$ cat src/prio_map.svh
// register map, field positions and reset values of the priority registers
// Overview of operation
// - level is high bit over low bit
// - low register bits: serial, t1, x1, t0, x0
// - low register at B8h, bit addressable, resets zero
// - high register at B7h, byte only, resets zero
`ifndef PRIO_MAP_SVH
`define PRIO_MAP_SVH
`define PRIO_HI_ADDR 8'hB7
`define PRIO_LO_ADDR 8'hB8
`define PRIO_RESET 5'h00
`define PRIO_EXT0_BIT 0
`define PRIO_TIMER0_BIT 1
`define PRIO_EXT1_BIT 2
`define PRIO_TIMER1_BIT 3
`define PRIO_SERIAL_BIT 4
`define PRIO_NUM_SRC 5
`define PRIO_BITSEL_W 3
`endif

$ cat src/prio_pkg.sv
// types shared by the priority configuration block
package prio_pkg;
  typedef logic [1:0] level_t;
  typedef enum logic [1:0] {
    acc_none,
    acc_byte,
    acc_bit
  } access_e;
endpackage : prio_pkg

$ cat src/prio_reg_if.sv
// carrier between the priority decoder and the bit store
`timescale 1ns/1ns
`default_nettype none
interface prio_reg_if;
  logic wr_hi;
  logic wr_lo;
  logic bit_wr_lo;
  logic [2:0] bit_sel;
  logic bit_val;
  logic [4:0] wdata;
  logic [4:0] hi_q;
  logic [4:0] lo_q;
  modport ctrl (output wr_hi, wr_lo, bit_wr_lo, bit_sel, bit_val, wdata, input hi_q, lo_q);
  modport store (input wr_hi, wr_lo, bit_wr_lo, bit_sel, bit_val, wdata, output hi_q, lo_q);
endinterface : prio_reg_if
`default_nettype wire

$ cat src/interrupt_priority_config.sv
// priority level registers and per-source level outputs
//
// The plain strobed port was left to the implementer.
`timescale 1ns/1ns
`default_nettype none
`include "prio_map.svh"
module interrupt_priority_config
  import prio_pkg::*;
(
  input wire logic clk,
  input wire logic rst_n,
  input wire logic [7:0] addr,
  input wire logic [7:0] wdata,
  input wire logic wr,
  input wire logic rd,
  input wire logic bit_wr,
  input wire logic [2:0] bit_sel,
  input wire logic bit_val,
  output logic [7:0] rdata,
  output logic [1:0] ext0_level,
  output logic [1:0] timer0_level,
  output logic [1:0] ext1_level,
  output logic [1:0] timer1_level,
  output logic [1:0] serial_level
);
  prio_reg_if rif ();
  access_e acc;
  logic [7:0] rdata_d;
  logic [7:0] rdata_q;
  logic [9:0] lvl_d;
  logic [9:0] lvl_q;

  prio_store u_store (
    .clk(clk),
    .rst_n(rst_n),
    .rif(rif)
  );

  // address decode; reserved bits 7..5 are dropped on write
  always_comb begin
    acc = acc_none;
    if (wr) begin
      acc = acc_byte;
    end else if (bit_wr) begin
      acc = acc_bit;
    end
  end

  assign rif.wdata = wdata[4:0];
  assign rif.wr_hi = (acc == acc_byte) && (addr == `PRIO_HI_ADDR);
  assign rif.wr_lo = (acc == acc_byte) && (addr == `PRIO_LO_ADDR);
  assign rif.bit_wr_lo = (acc == acc_bit) && (addr == `PRIO_LO_ADDR);
  assign rif.bit_sel = bit_sel;
  assign rif.bit_val = bit_val;

  // read data one cycle after the strobe, reserved bits as zero
  always_comb begin
    rdata_d = 8'h00;
    if (rd) begin
      if (addr == `PRIO_HI_ADDR) begin
        rdata_d = {3'h0, rif.hi_q};
      end else if (addr == `PRIO_LO_ADDR) begin
        rdata_d = {3'h0, rif.lo_q};
      end
    end
  end

  // level per source from the stored bits
  always_comb begin
    lvl_d = 10'h000;
    for (int i = 0; i < `PRIO_NUM_SRC; i++) begin
      lvl_d[2*i +: 2] = {rif.hi_q[i], rif.lo_q[i]};
    end
  end

  always_ff @(posedge clk or negedge rst_n) begin
    if (!rst_n) begin
      rdata_q <= 8'h00;
      lvl_q <= 10'h000;
    end else begin
      rdata_q <= rdata_d;
      lvl_q <= lvl_d;
    end
  end

  assign rdata = rdata_q;
  assign ext0_level = lvl_q[2*`PRIO_EXT0_BIT +: 2];
  assign timer0_level = lvl_q[2*`PRIO_TIMER0_BIT +: 2];
  assign ext1_level = lvl_q[2*`PRIO_EXT1_BIT +: 2];
  assign timer1_level = lvl_q[2*`PRIO_TIMER1_BIT +: 2];
  assign serial_level = lvl_q[2*`PRIO_SERIAL_BIT +: 2];
endmodule : interrupt_priority_config
`default_nettype wire

$ cat src/prio_store.sv
// five-source low and high priority bit store
`timescale 1ns/1ns
`default_nettype none
`include "prio_map.svh"
module prio_store (
  input wire logic clk,
  input wire logic rst_n,
  prio_reg_if.store rif
);
  logic [4:0] hi_q;
  logic [4:0] hi_d;
  logic [4:0] lo_q;
  logic [4:0] lo_d;

  always_comb begin
    hi_d = hi_q;
    lo_d = lo_q;
    if (rif.wr_hi) begin
      hi_d = rif.wdata;
    end
    if (rif.wr_lo) begin
      lo_d = rif.wdata;
    end else if (rif.bit_wr_lo && rif.bit_sel < 3'(`PRIO_NUM_SRC)) begin
      lo_d[rif.bit_sel] = rif.bit_val;
    end
  end

  always_ff @(posedge clk or negedge rst_n) begin
    if (!rst_n) begin
      hi_q <= `PRIO_RESET;
      lo_q <= `PRIO_RESET;
    end else begin
      hi_q <= hi_d;
      lo_q <= lo_d;
    end
  end

  assign rif.hi_q = hi_q;
  assign rif.lo_q = lo_q;
endmodule : prio_store
`default_nettype wire

$ cat config.mk
export PLATFORM = sky130hd
export DESIGN_NAME = interrupt_priority_config
export DESIGN_NICKNAME = d
export VERILOG_FILES = /design/src/prio_pkg.sv /design/src/prio_reg_if.sv /design/src/interrupt_priority_config.sv /design/src/prio_store.sv
export VERILOG_INCLUDE_DIRS = /design/src
export SDC_FILE = /design/constraint.sdc
export NUM_CORES = 1
export LEC_CHECK = 0
export ABC_CLOCK_PERIOD_IN_PS = 1100
export BUFFER_PORTS_ARGS = -buffer_cell sky130_fd_sc_hd__buf_4
export CORE_ASPECT_RATIO = 0.8
export CORE_MARGIN = 2
export CORE_UTILIZATION = 40
export DETAILED_ROUTE_END_ITERATION = 6
export PLACE_DENSITY = 0.79
export SETUP_SLACK_MARGIN = 0.3
export SLEW_MARGIN = 20
export SYNTH_ARGS = -nofsm -noshare
export SYNTH_HDL_FRONTEND = slang
export SYNTH_SLANG_ARGS = --single-unit
$ cat constraint.sdc
create_clock -name clk -period 1.1 [get_ports clk]
set_input_delay 0.11 -clock clk [delete_from_list [all_inputs] [get_ports clk]]
set_output_delay 0.11 -clock clk [all_outputs]
set_load 0.02 [all_outputs]
# Yosys cells after proc, flatten, opt, wreduce, memory -nomap -nowiden
# Index checks and enable logic that the tools add are counted.
[classes]
reduce_logical = 6
n_eq_ne = 4
mux = 10
n_lt_le_gt_ge = 3
[op_table]
columns = ["operator", "n"]
rows = [
  ["5-bit 2-to-1 mux", 5],
  ["8-bit equality test, second input constant", 2],
  ["5-bit bitwise mux", 1],
  ["1-bit logical AND", 5],
  ["3-bit by 4-bit < comparator with 1-bit output, second input constant", 1],
  ["2-bit 2-to-1 mux", 2],
  ["1-bit demux with 3-bit select", 1],
  ["3-bit by 1-bit greater-or-equal comparator with 1-bit output, second input constant", 1],
  ["3-bit < comparator, second input constant", 1],
  ["2-bit by 1-bit equality test with 1-bit output, second input constant", 1],
  ["2-bit equality test, second input constant", 1],
  ["2-bit nonzero test", 1],
  ["1-bit 2-to-1 mux", 1],
]
[word_totals]
input_bits = 25
register_bits = 28
elab_cells = 27

# Depth between registers and ports, before layout
# Gate-level depths: netlist (run 1).
[logic_depth]
word_depth = 7
ltp_mapped = 4
mapped_depth_nobuf = 3

# Modules after synthesis
# A second synthesis (run 1) with hierarchy kept.
[hier_totals]
cells_unflattened = 72
area_unflattened_um2 = 997.2
[by_module_without_submodules]
columns = ["module", "n_inst", "area_each_um2", "cells_each"]
rows = [
  ["interrupt_priority_config", 1, 534.3, 37],
  ["prio_store", 1, 462.9, 35],
]

# Worst setup path after synthesis (run 1)
# No wires, ideal clock.
[synth_timing]
kind = "input to register"
startpoint = "input port wr"
endpoint = "register u_store.lo_q[0], in the netlist u_store.rif.lo_q[0]"
slack_ns = -0.095
path_buffers = 1
required_ns = 0.967
cell_stages = 4
t_arrival_ns = 1.061
cell_sequence = "buf_6 > or4b_4 > o32ai_1 > a22oi_1"
[synth_between]
elab_chain_cells = 5
elab_cells_between_ends = 8
cone_classes = "eq/ne: 2; mux: 2; reduce/logical: 4"
[synth_lines]
columns = ["element", "line", "text"]
rows = [
  ["start, declared", "interrupt_priority_config.sv:14", "input wire logic wr,"],
  ["2-bit 2-to-1 mux (*)", "interrupt_priority_config.sv:42", "if (wr) begin"],
  ["2-bit equality test", "interrupt_priority_config.sv:52", "assign rif.bit_wr_lo = (acc == acc_bit) && (addr == `PRIO_LO_ADDR);"],
  ["1-bit logical AND", "interrupt_priority_config.sv:52", ""],
  ["1-bit logical AND", "prio_store.sv:23", "end else if (rif.bit_wr_lo && rif.bit_sel < 3'(`PRIO_NUM_SRC)) begin"],
  ["2-bit nonzero test (no line)", "-", ""],
  ["end signal, assigned", "prio_store.sv:31", "lo_q <= `PRIO_RESET;"],
  ["end signal, assigned", "prio_store.sv:34", "lo_q <= lo_d;"],
  ["end, declared", "prio_store.sv:12", "logic [4:0] lo_q;"],
]
# Mark *: on every way between the ends. The rest lies on a longest branch, timed or not.
# A chain may end at the register's enable or synchronous reset.

# Worst setup path after layout (run 1)
[layout_timing]
startpoint = "register lvl_q[6]"
endpoint = "output port timer1_level[0]"
[layout_lines]
columns = ["element", "line", "text"]
rows = [
  ["start, declared", "interrupt_priority_config.sv:31", "logic [9:0] lvl_q;"],
  ["start signal, assigned", "interrupt_priority_config.sv:82", "lvl_q <= lvl_d;"],
  ["end, declared", "interrupt_priority_config.sv:23", "output logic [1:0] timer1_level,"],
]
# No word-level cell between the ends.

==> flow_summary.json, run 1 <==
{
  "ys_seq_area_frac": 0.590,
  "starting_density_of_the_core": 0.427,
  "cp_top_family": "flip-flops",
  "critical_path_class": "reg2out",
  "vias_per_cell": 5.01,
  "dominant_combinational_cell_family_by_area_after_synthesis": "compound AO/OA/AOI/OAI gates",
  "yosys.area_share.adder": 0,
  "cell_internal_power_dissipation_w": 0.00125,
  "total_area_of_multi_input_combinational_cells_um2": 467,
  "crit_chain": "buf_6",
  "die_height_um": 50.1,
  "clk_transition_reported_paths_ps": 120,
  "leakagePower_nw": 0.785,
  "origin_of_the_worst_min_delay_path": "wdata[1]",
  "parity_gate_share_of_the_synthesized_area_counting_xor_and_xnor_cells": 0,
  "area.sequential_um2": 626,
  "whs_endpoint": "u_store.rif.hi_q[1]",
  "synthesis.instances": 86,
  "grt_first_pass_wirelength_um": 3830,
  "post-route-drc-count": 0,
  "power.switching_fraction": 0.241,
  "drv_cap": 0,
  "mostFrequentLayoutCells": "buf_4, dfrtp_1, buf_6, inv_1, nor2_1",
  "power.density_mw_per_mm2": 990,
  "final_nets": 165,
  "floorplan.die.width_um": 61.6,
  "slowest_stage": "dfrtp_1",
  "power.sequential.fraction": 0.592,
  "required_ps": 990,
  "cts_tree": "yes",
  "post-route-period-util": 0.862,
  "worst_setup_path_end_kind": "primary output",
  "synth-compound-area-share": 0.146,
  "tritoncts_num_sinks": 25,
  "critPathMaxStageDelay_ps": 400,
  "ys_seq_elements": 25,
  "mostFrequentLayoutCell": "buf_4",
  "cts_max_path_buffers": 2,
  "proportion_of_power_drawn_by_combinational_gates": 0.175,
  "timing.final.max_slew_violations": 0,
  "cts.root.buffer_cell": "clkbuf_4",
  "synth_simple_gate_area_frac": 0.133,
  "wl_per_cell_um": 13.0,
  "final.setup.tns_ps": 0,
  "cts_made_buffers": 3,
  "overflow": 0,
  "synthMuxAreaShare": 0.0531,
  "power_frac_clock": 0.233,
  "dieArea_mm2": 0.00308,
  "largest_net_degree_at_the_start_of_global_routing": 26,
  "detailedRoute.firstIterationViolations": 18,
  "syn-mean-instance-area_um2": 12.3,
  "cp.arrival_ps": 840,
  "hold_path.class": "in2reg",
  "fin_hold_ws_ps": 45.1,
  "drt-total-wl_um": 2280,
  "core_area_mm2": 0.00248,
  "insertion_delay_ps": 300,
  "clock.fmax_ghz": 1.06,
  "ys_warn_count": 0,
  "area.growth.synth_to_final_pct": 56.6,
  "cp-startpoint": "lvl_q[6]",
  "dp.final_hpwl_um": 1770,
  "worst-r2r-setup-slack_ps": 230,
  "grt_setup_unrepaired": "yes",
  "drt_pass1_iterations": 4,
  "num_rows": 16,
  "vias": 876,
  "worstPathMaxFanout": 1,
  "startpoint_type": "flop",
  "vdd.ir_drop.worst_mv": 0.439,
  "post-route-min-period_ps": 948,
  "setup_violations": 0,
  "outcome": "finished clean",
  "worst_r2r_path_depth": 3,
  "r2r_end": "u_store.rif.lo_q[1]",
  "final_layout_size_suffix_gt1_frac": 0.554,
  "total_routing_usage_reported_by_global_routing": 0.166,
  "critPathBufInv": 1,
  "antenna_found_initial": 0,
  "total_switching_power_w": 0.000396,
  "min_delay_path_depth": 2,
  "floorplan.io_pins": 43,
  "post_synth_instance_area_mm2": 0.00106,
  "timing_hold_violations_final": 0,
  "critical_path.reg2reg.startpoint": "u_store.rif.lo_q[1]",
  "place_congestion": 0.829,
  "final_core_utilization": 0.669,
  "port_buffers": 36,
  "synth_cell_type_count": 25,
  "cts_htree_levels": 1,
  "worst_clock_skew_ps": 3.66,
  "number_of_global_route_vias_before_repair": 848,
  "layout.filler_cells": 200,
  "insertedDiodeCount": 0,
  "number_of_nets_with_antenna_violations_after_routing": 0
}
## repair_timing
action,4_1_cts,5_1_grt
setup endpoints to repair,24,28
gates cloned,0,0
buffers inserted,1,3
pin swaps,2,3
gates resized for setup,17,12
hold endpoints to repair,25,0
hold buffers,1,0
## Yosys cell counts
master     instances  area [um2]
a211o_1            1        8.76
nor3_1             1        5.00
o32ai_1            3        26.3
a21oi_1            1        5.00
buf_2              2        10.0
buf_6              1        11.3
nor4b_1            2        17.5
a31o_2             1        8.76
o211ai_1           4        30.0
nand2_1            1        3.75
dfrtp_1           25         626
conb_1             1        3.75
or4b_4             1        13.8
and2_1             1        6.26
and2_2             1        7.51
and4b_1            3        30.0
a22oi_1            9        67.6
inv_1              8        30.0
buf_4              3        22.5
o2bb2ai_1          1        8.76
nor4bb_1           3        30.0
clkbuf_2           1        5.00
nand3_1            1        5.00
mux2_2             5        56.3
nor2_1             6        22.5
## registers in the layout (all words and copies together) (netlist names)
name	cells
u_store.rif.lo_q	5
u_store.rif.hi_q	5
rdata	5
lvl_q	10
## worst max path at each step
stage	slack [ps]	cells past startpoint	end
2_1_floorplan	-60	4	u_store.rif.lo_q[0]
3_3_place_gp	-140	4	u_store.rif.lo_q[2]
3_5_place_dp	-170	4	u_store.rif.lo_q[2]
4_1_cts	140	1	ext0_level[0]
5_1_grt	110	1	ext0_level[0]
6_report	150	1	timer1_level[0]
## cell type report
| cell class | count | share of cell area |
|---|---|---|
| multi-input combinational | 48 | 0.281 |
| timing repair buffer | 54 | 0.282 |
| clock buffer | 4 | 0.0158 |
| inverter | 8 | 0.0181 |
| sequential | 25 | 0.377 |
| tap | 36 | 0.0271 |
## power by group through the flow
stage | combinational (W) | clock, W | sequential, W
after floorplan | 0.0000867 | 0 | 0.00100
after global placement | 0.000248 | 0 | 0.000984
after detailed placement | 0.000254 | 0 | 0.000987
after CTS | 0.000270 | 0.000391 | 0.000972
after global routing | 0.000316 | 0.000439 | 0.000977
final | 0.000288 | 0.000384 | 0.000974
## kinds of logic after synthesis
logic type / Yosys count
compound gates: 20
buf+inv: 15
flops: 25
mux: 5
other cells: 1
simple gates: 20
## stage by stage
step / setup slack (ps) / area [um2] / cells / power [W]
2_1_floorplan: -57.0 / 1110 / 88 / 0.00109
3_3_place_gp: -136 / 1470 / 166 / 0.00123
3_5_place_dp: -167 / 1470 / 166 / 0.00124
4_1_cts: 140 / 1580 / 172 / 0.00163
5_1_grt: 109 / 1660 / 175 / 0.00173
6_report: 152 / 1660 / 175 / 0.00165
## layer usage
layer / GRT usage / vias to the layer above / part of all wire
met1: 0.227 / 420 / 0.44
met2: 0.263 / 37 / 0.49
met4: 0.0461 / 0 / 0.0092
met5: 0 / - / 0
met3: 0.0367 / 3 / 0.064
li1: - / 416 / -
Power figures use the tool's default switching activity.
==> run 2, diff against run 1 <==
--- a/config.mk
+++ b/config.mk
@@ -13,7 +13,7 @@
 export CORE_UTILIZATION = 40
 export DETAILED_ROUTE_END_ITERATION = 6
 export PLACE_DENSITY = 0.79
-export SETUP_SLACK_MARGIN = 0.3
+export SETUP_SLACK_MARGIN = 0.4
 export SLEW_MARGIN = 20
 export SYNTH_ARGS = -nofsm -noshare
 export SYNTH_HDL_FRONTEND = slang
==> flow_summary.json, run 2 (synthesis results as in run 1) <==
{
  "num_rows": 16,
  "floorplan.die.width_um": 61.6,
  "place_congestion": 0.793,
  "core_area_mm2": 0.00248,
  "startpoint_type": "flop",
  "grt_first_pass_wirelength_um": 3940,
  "largest_net_degree_at_the_start_of_global_routing": 26,
  "power.density_mw_per_mm2": 993,
  "area.growth.synth_to_final_pct": 57.3,
  "floorplan.io_pins": 43,
  "groute.layer.met1.usage": 0.214,
  "vias_per_cell": 4.98,
  "worst_setup_path_end_kind": "primary output",
  "insertedDiodeCount": 0,
  "mostFrequentLayoutCell": "buf_4",
  "timing_hold_violations_final": 0,
  "die_height_um": 50.1,
  "post-route-min-period_ps": 954,
  "largest_register_ff_count": 10,
  "drt_pass1_iterations": 4,
  "clock.fmax_ghz": 1.05,
  "number_of_nets_with_antenna_violations_after_routing": 0,
  "hold_path.class": "in2reg",
  "setup_violations": 0,
  "setup_ws_pre_cts_ps": -167,
  "overflow": 0,
  "mostFrequentLayoutCells": "buf_4, dfrtp_1, buf_6, inv_1",
  "globalRouteMet2Util": 0.293,
  "final_nets": 163,
  "crit_chain": "buf_6",
  "timing.final.max_slew_violations": 0,
  "number_of_global_route_vias_before_repair": 878,
  "insertion_delay_ps": 300,
  "total_routing_usage_reported_by_global_routing": 0.175,
  "vdd.ir_drop.worst_mv": 0.365,
  "vias": 862,
  "cts.root.buffer_cell": "clkbuf_4",
  "worstPathMaxFanout": 1,
  "final.setup.worst_slack_ps": 146,
  "fin_cells": 173,
  "cts_made_buffers": 3,
  "antenna_found_initial": 0,
  "globalRoute.busiestLayer": "met2",
  "final_layout_size_suffix_gt1_frac": 0.577,
  "leakagePower_nw": 0.795,
  "drv_cap": 0,
  "port_buffers": 36,
  "critPathBufInv": 1,
  "critical_path_class": "reg2out",
  "starting_density_of_the_core": 0.427,
  "grt_setup_unrepaired": "yes",
  "wl_per_cell_um": 13.8,
  "tritoncts_num_sinks": 25,
  "dp_cells": 163,
  "cp.arrival_ps": 840,
  "grt_use_met3": 0.0394,
  "cts_htree_levels": 1,
  "cts_tree": "yes",
  "clk_transition_reported_paths_ps": 130,
  "detailedRoute.firstIterationViolations": 16,
  "required_ps": 990,
  "slowest_stage": "dfrtp_1",
  "cts_max_path_buffers": 2,
  "critPathMaxStageDelay_ps": 410,
  "dp.final_hpwl_um": 1810,
  "worst_clock_skew_ps": 2.34,
  "post-route-drc-count": 0,
  "drt-total-wl_um": 2390,
  "cp_top_family": "flip-flops",
  "dieArea_mm2": 0.00308,
  "outcome": "finished clean",
  "top_register_by_number_of_flip_flops": "lvl_q",
  "post-route-period-util": 0.867
}
## run 2: timing repair
item,in CTS,in global routing
pin swaps,8,5
resized for setup,23,14
hold endpoints to repair,25,0
hold buffers,1,0
endpoints found under the setup margin,30,30
buffers inserted,5,0
## run 2: metrics by stage
step | hold slack (ps) | total power [W] | util | cell area, um2 | TNS, ps
final | 43.9 | 0.00166 | 0.672 | 1670 | 0
after global routing | 20.5 | 0.00174 | 0.672 | 1670 | 0
after CTS | 43.7 | 0.00164 | 0.649 | 1610 | 0
after detailed placement | 22.5 | 0.00123 | 0.584 | 1450 | -1220
after global placement | 16.3 | 0.00123 | 0.584 | 1450 | -1070
after floorplan | -186 | 0.00109 | - | 1120 | -171
## run 2: cell type report
class                      count  area (um2)
clock inverter                 1        5.00
timing repair buffer          52         468
sequential                    25         626
tap                           36        45.0
fill                         187         813
inverter                       8        30.0
clock buffer                   3        22.5
multi-input combinational     48         473
## run 2: power breakdown
part	switching, W	internal, W	leakage (nW)
clock	0.000259	0.000136	0.0177
combinational	0.000131	0.000157	0.479
sequential	0.0000239	0.000951	0.298
total	0.000413	0.00124	0.795
## run 2: worst paths after layout
kind / slack (ps) / to / depth (start not counted) / start
worst max register to register: 220 / u_store.rif.lo_q[1] / 3 / u_store.rif.lo_q[1]
worst min register to register: 440 / lvl_q[3] / 0 / u_store.rif.hi_q[1]
worst min-delay path: 40 / u_store.rif.hi_q[1] / 2 / wdata[1]
min in group asynchronous: 230 / lvl_q[1] / 2 / rst_n
max in group asynchronous: 630 / lvl_q[3] / 2 / rst_n
worst max-delay path: 150 / ext0_level[1] / 1 / lvl_q[1]
## run 2: per-layer routing
layer  up-vias  routed length, um  share of wire
li1        412                  -              -
met1       408               1000           0.42
met4         0                 31          0.013
met3         4                134          0.056
met2        38               1220           0.51
met5         -                  0              0
==> run 3, diff against run 2 <==
--- a/config.mk
+++ b/config.mk
@@ -12,7 +12,7 @@
 export CORE_MARGIN = 2
 export CORE_UTILIZATION = 40
 export DETAILED_ROUTE_END_ITERATION = 6
-export PLACE_DENSITY = 0.79
+export PLACE_DENSITY = 0.78
 export SETUP_SLACK_MARGIN = 0.4
 export SLEW_MARGIN = 20
 export SYNTH_ARGS = -nofsm -noshare
==> flow_summary.json, run 3 (synthesis results as in run 1) <==
{
  "outcome": "finished clean",
  "leakagePower_nw": 0.807,
  "cts_tree": "yes",
  "tritoncts_num_sinks": 25,
  "total_routing_usage_reported_by_global_routing": 0.178,
  "setup_violations": 0,
  "die_height_um": 50.1,
  "dieArea_mm2": 0.00308,
  "grt_first_pass_wirelength_um": 3970,
  "cp_top_family": "flip-flops",
  "starting_density_of_the_core": 0.427,
  "cp-startpoint": "rdata[4]",
  "worstPathMaxFanout": 1,
  "drv_cap": 0,
  "final_nets": 168,
  "cp.arrival_ps": 840,
  "cts_made_buffers": 3,
  "worst_setup_path_end_kind": "primary output",
  "crit_chain": "buf_6",
  "antenna_found_initial": 0,
  "dp.final_hpwl_um": 1890,
  "vias": 895,
  "r2r_end": "u_store.rif.lo_q[1]",
  "timing.final.max_slew_violations": 0,
  "drt-total-wl_um": 2580,
  "min_delay_path_depth": 2,
  "required_ps": 990,
  "power_frac_clock": 0.231,
  "port_buffers": 36,
  "timing_hold_violations_final": 0,
  "final_layout_size_suffix_gt1_frac": 0.570,
  "power.sequential.fraction": 0.589,
  "power.switching_fraction": 0.241,
  "area.sequential_um2": 626,
  "area.growth.synth_to_final_pct": 59.4,
  "critPathMaxStageDelay_ps": 400,
  "clk_transition_reported_paths_ps": 120,
  "final_core_utilization": 0.681,
  "power.density_mw_per_mm2": 978,
  "drt_pass1_iterations": 4,
  "post-route-period-util": 0.864,
  "core_area_mm2": 0.00248,
  "worst_clock_skew_ps": 4.54,
  "layout.filler_cells": 188,
  "whs_endpoint": "u_store.rif.hi_q[2]",
  "cts_max_path_buffers": 2,
  "floorplan.io_pins": 43,
  "detailedRoute.firstIterationViolations": 27,
  "mostFrequentLayoutCell": "buf_4",
  "cell_internal_power_dissipation_w": 0.00126,
  "critPathBufInv": 1,
  "totalPowerFinal_w": 0.00166,
  "total_area_of_multi_input_combinational_cells_um2": 455,
  "grt_setup_unrepaired": "yes",
  "design_area_mm2": 0.00169,
  "startpoint_type": "flop",
  "proportion_of_power_drawn_by_combinational_gates": 0.180,
  "worst_r2r_path_depth": 3,
  "number_of_nets_with_antenna_violations_after_routing": 0,
  "dp_cells": 163,
  "critical_path.reg2reg.startpoint": "u_store.rif.lo_q[1]",
  "fin_cells": 178,
  "post-route-min-period_ps": 950,
  "placement.cell_area_mm2": 0.00145,
  "cts_htree_levels": 1,
  "origin_of_the_worst_min_delay_path": "wdata[2]",
  "insertedDiodeCount": 0,
  "overflow": 0,
  "final.setup.tns_ps": 0,
  "critical_path_class": "reg2out",
  "wl_per_cell_um": 14.5,
  "largest_net_degree_at_the_start_of_global_routing": 26,
  "vdd.ir_drop.worst_mv": 0.451,
  "clock.fmax_ghz": 1.05,
  "largest_register_ff_count": 10,
  "hold_path.class": "in2reg",
  "mostFrequentLayoutCells": "buf_4, dfrtp_1, buf_6, inv_1, nor2_1",
  "top_register_by_number_of_flip_flops": "lvl_q",
  "total_switching_power_w": 0.000399,
  "slowest_stage": "dfrtp_1",
  "cts.root.buffer_cell": "clkbuf_4",
  "place_congestion": 0.802,
  "vias_per_cell": 5.03,
  "num_rows": 16,
  "worst-r2r-setup-slack_ps": 230,
  "floorplan.die.width_um": 61.6,
  "post-route-drc-count": 0,
  "insertion_delay_ps": 300,
  "number_of_global_route_vias_before_repair": 897
}
==> run 3: cell types whose count changed in the layout (fill, tap and decap cells not counted), moves of 2 or more <==
cell    before  now
mux2_2       0    2
buf_6       18   21
mux2_4       5    3
buf_4       32   35
==> run 3: layout make-up <==
cell class / instances / share of cell area
Timing Repair Buffer: 57 / 0.301
Tap cell: 36 / 0.0266
Inverter: 8 / 0.0178
Clock buffer: 4 / 0.0155
Multi-Input combinational cell: 48 / 0.269
Sequential cell: 25 / 0.370
==> run 3: per-layer routing <==
metal,part of all wire,track usage
met1,0.41,0.204
met2,0.53,0.321
met3,0.044,0.0184
met4,0.012,0.0780
met5,0,0
==> run 3: how the worst max path moves through the flow <==
| stage | endpoint | slack (ps) | cells past startpoint |
|---|---|---|---|
| 6_report | rdata[4] | 150 | 1 |
| 5_1_grt | rdata[4] | 110 | 1 |
| 4_1_cts | timer1_level[0] | 150 | 1 |
| 3_5_place_dp | u_store.rif.lo_q[0] | -180 | 4 |
| 3_3_place_gp | u_store.rif.lo_q[4] | -130 | 4 |
| 2_1_floorplan | u_store.rif.lo_q[0] | -60 | 4 |
==> run 3: what timing repair did <==
| action | CTS | global route |
|---|---|---|
| pin swaps | 6 | 4 |
| endpoints found under the setup margin | 30 | 30 |
| gates resized for setup | 23 | 11 |
| endpoints found under the hold margin | 25 | 0 |
| buffers inserted | 6 | 4 |
| hold buffers | 1 | 0 |
==> run 3: through the flow <==
step	hold slack (ps)	setup WS, ps
floorplan	-186	-57.0
global placement	19.5	-132
detailed placement	20.4	-181
CTS	44.6	148
global route	36.8	114
finish	50.6	150
==> run 3: power groups by stage <==
stage	Sequential, W	Combinational (W)	Clock (W)
3_3_place_gp	0.000984	0.000243	0
4_1_cts	0.000972	0.000283	0.000392
3_5_place_dp	0.000987	0.000252	0
5_1_grt	0.000978	0.000321	0.000426
2_1_floorplan	0.00100	0.0000882	0
6_report	0.000974	0.000299	0.000382
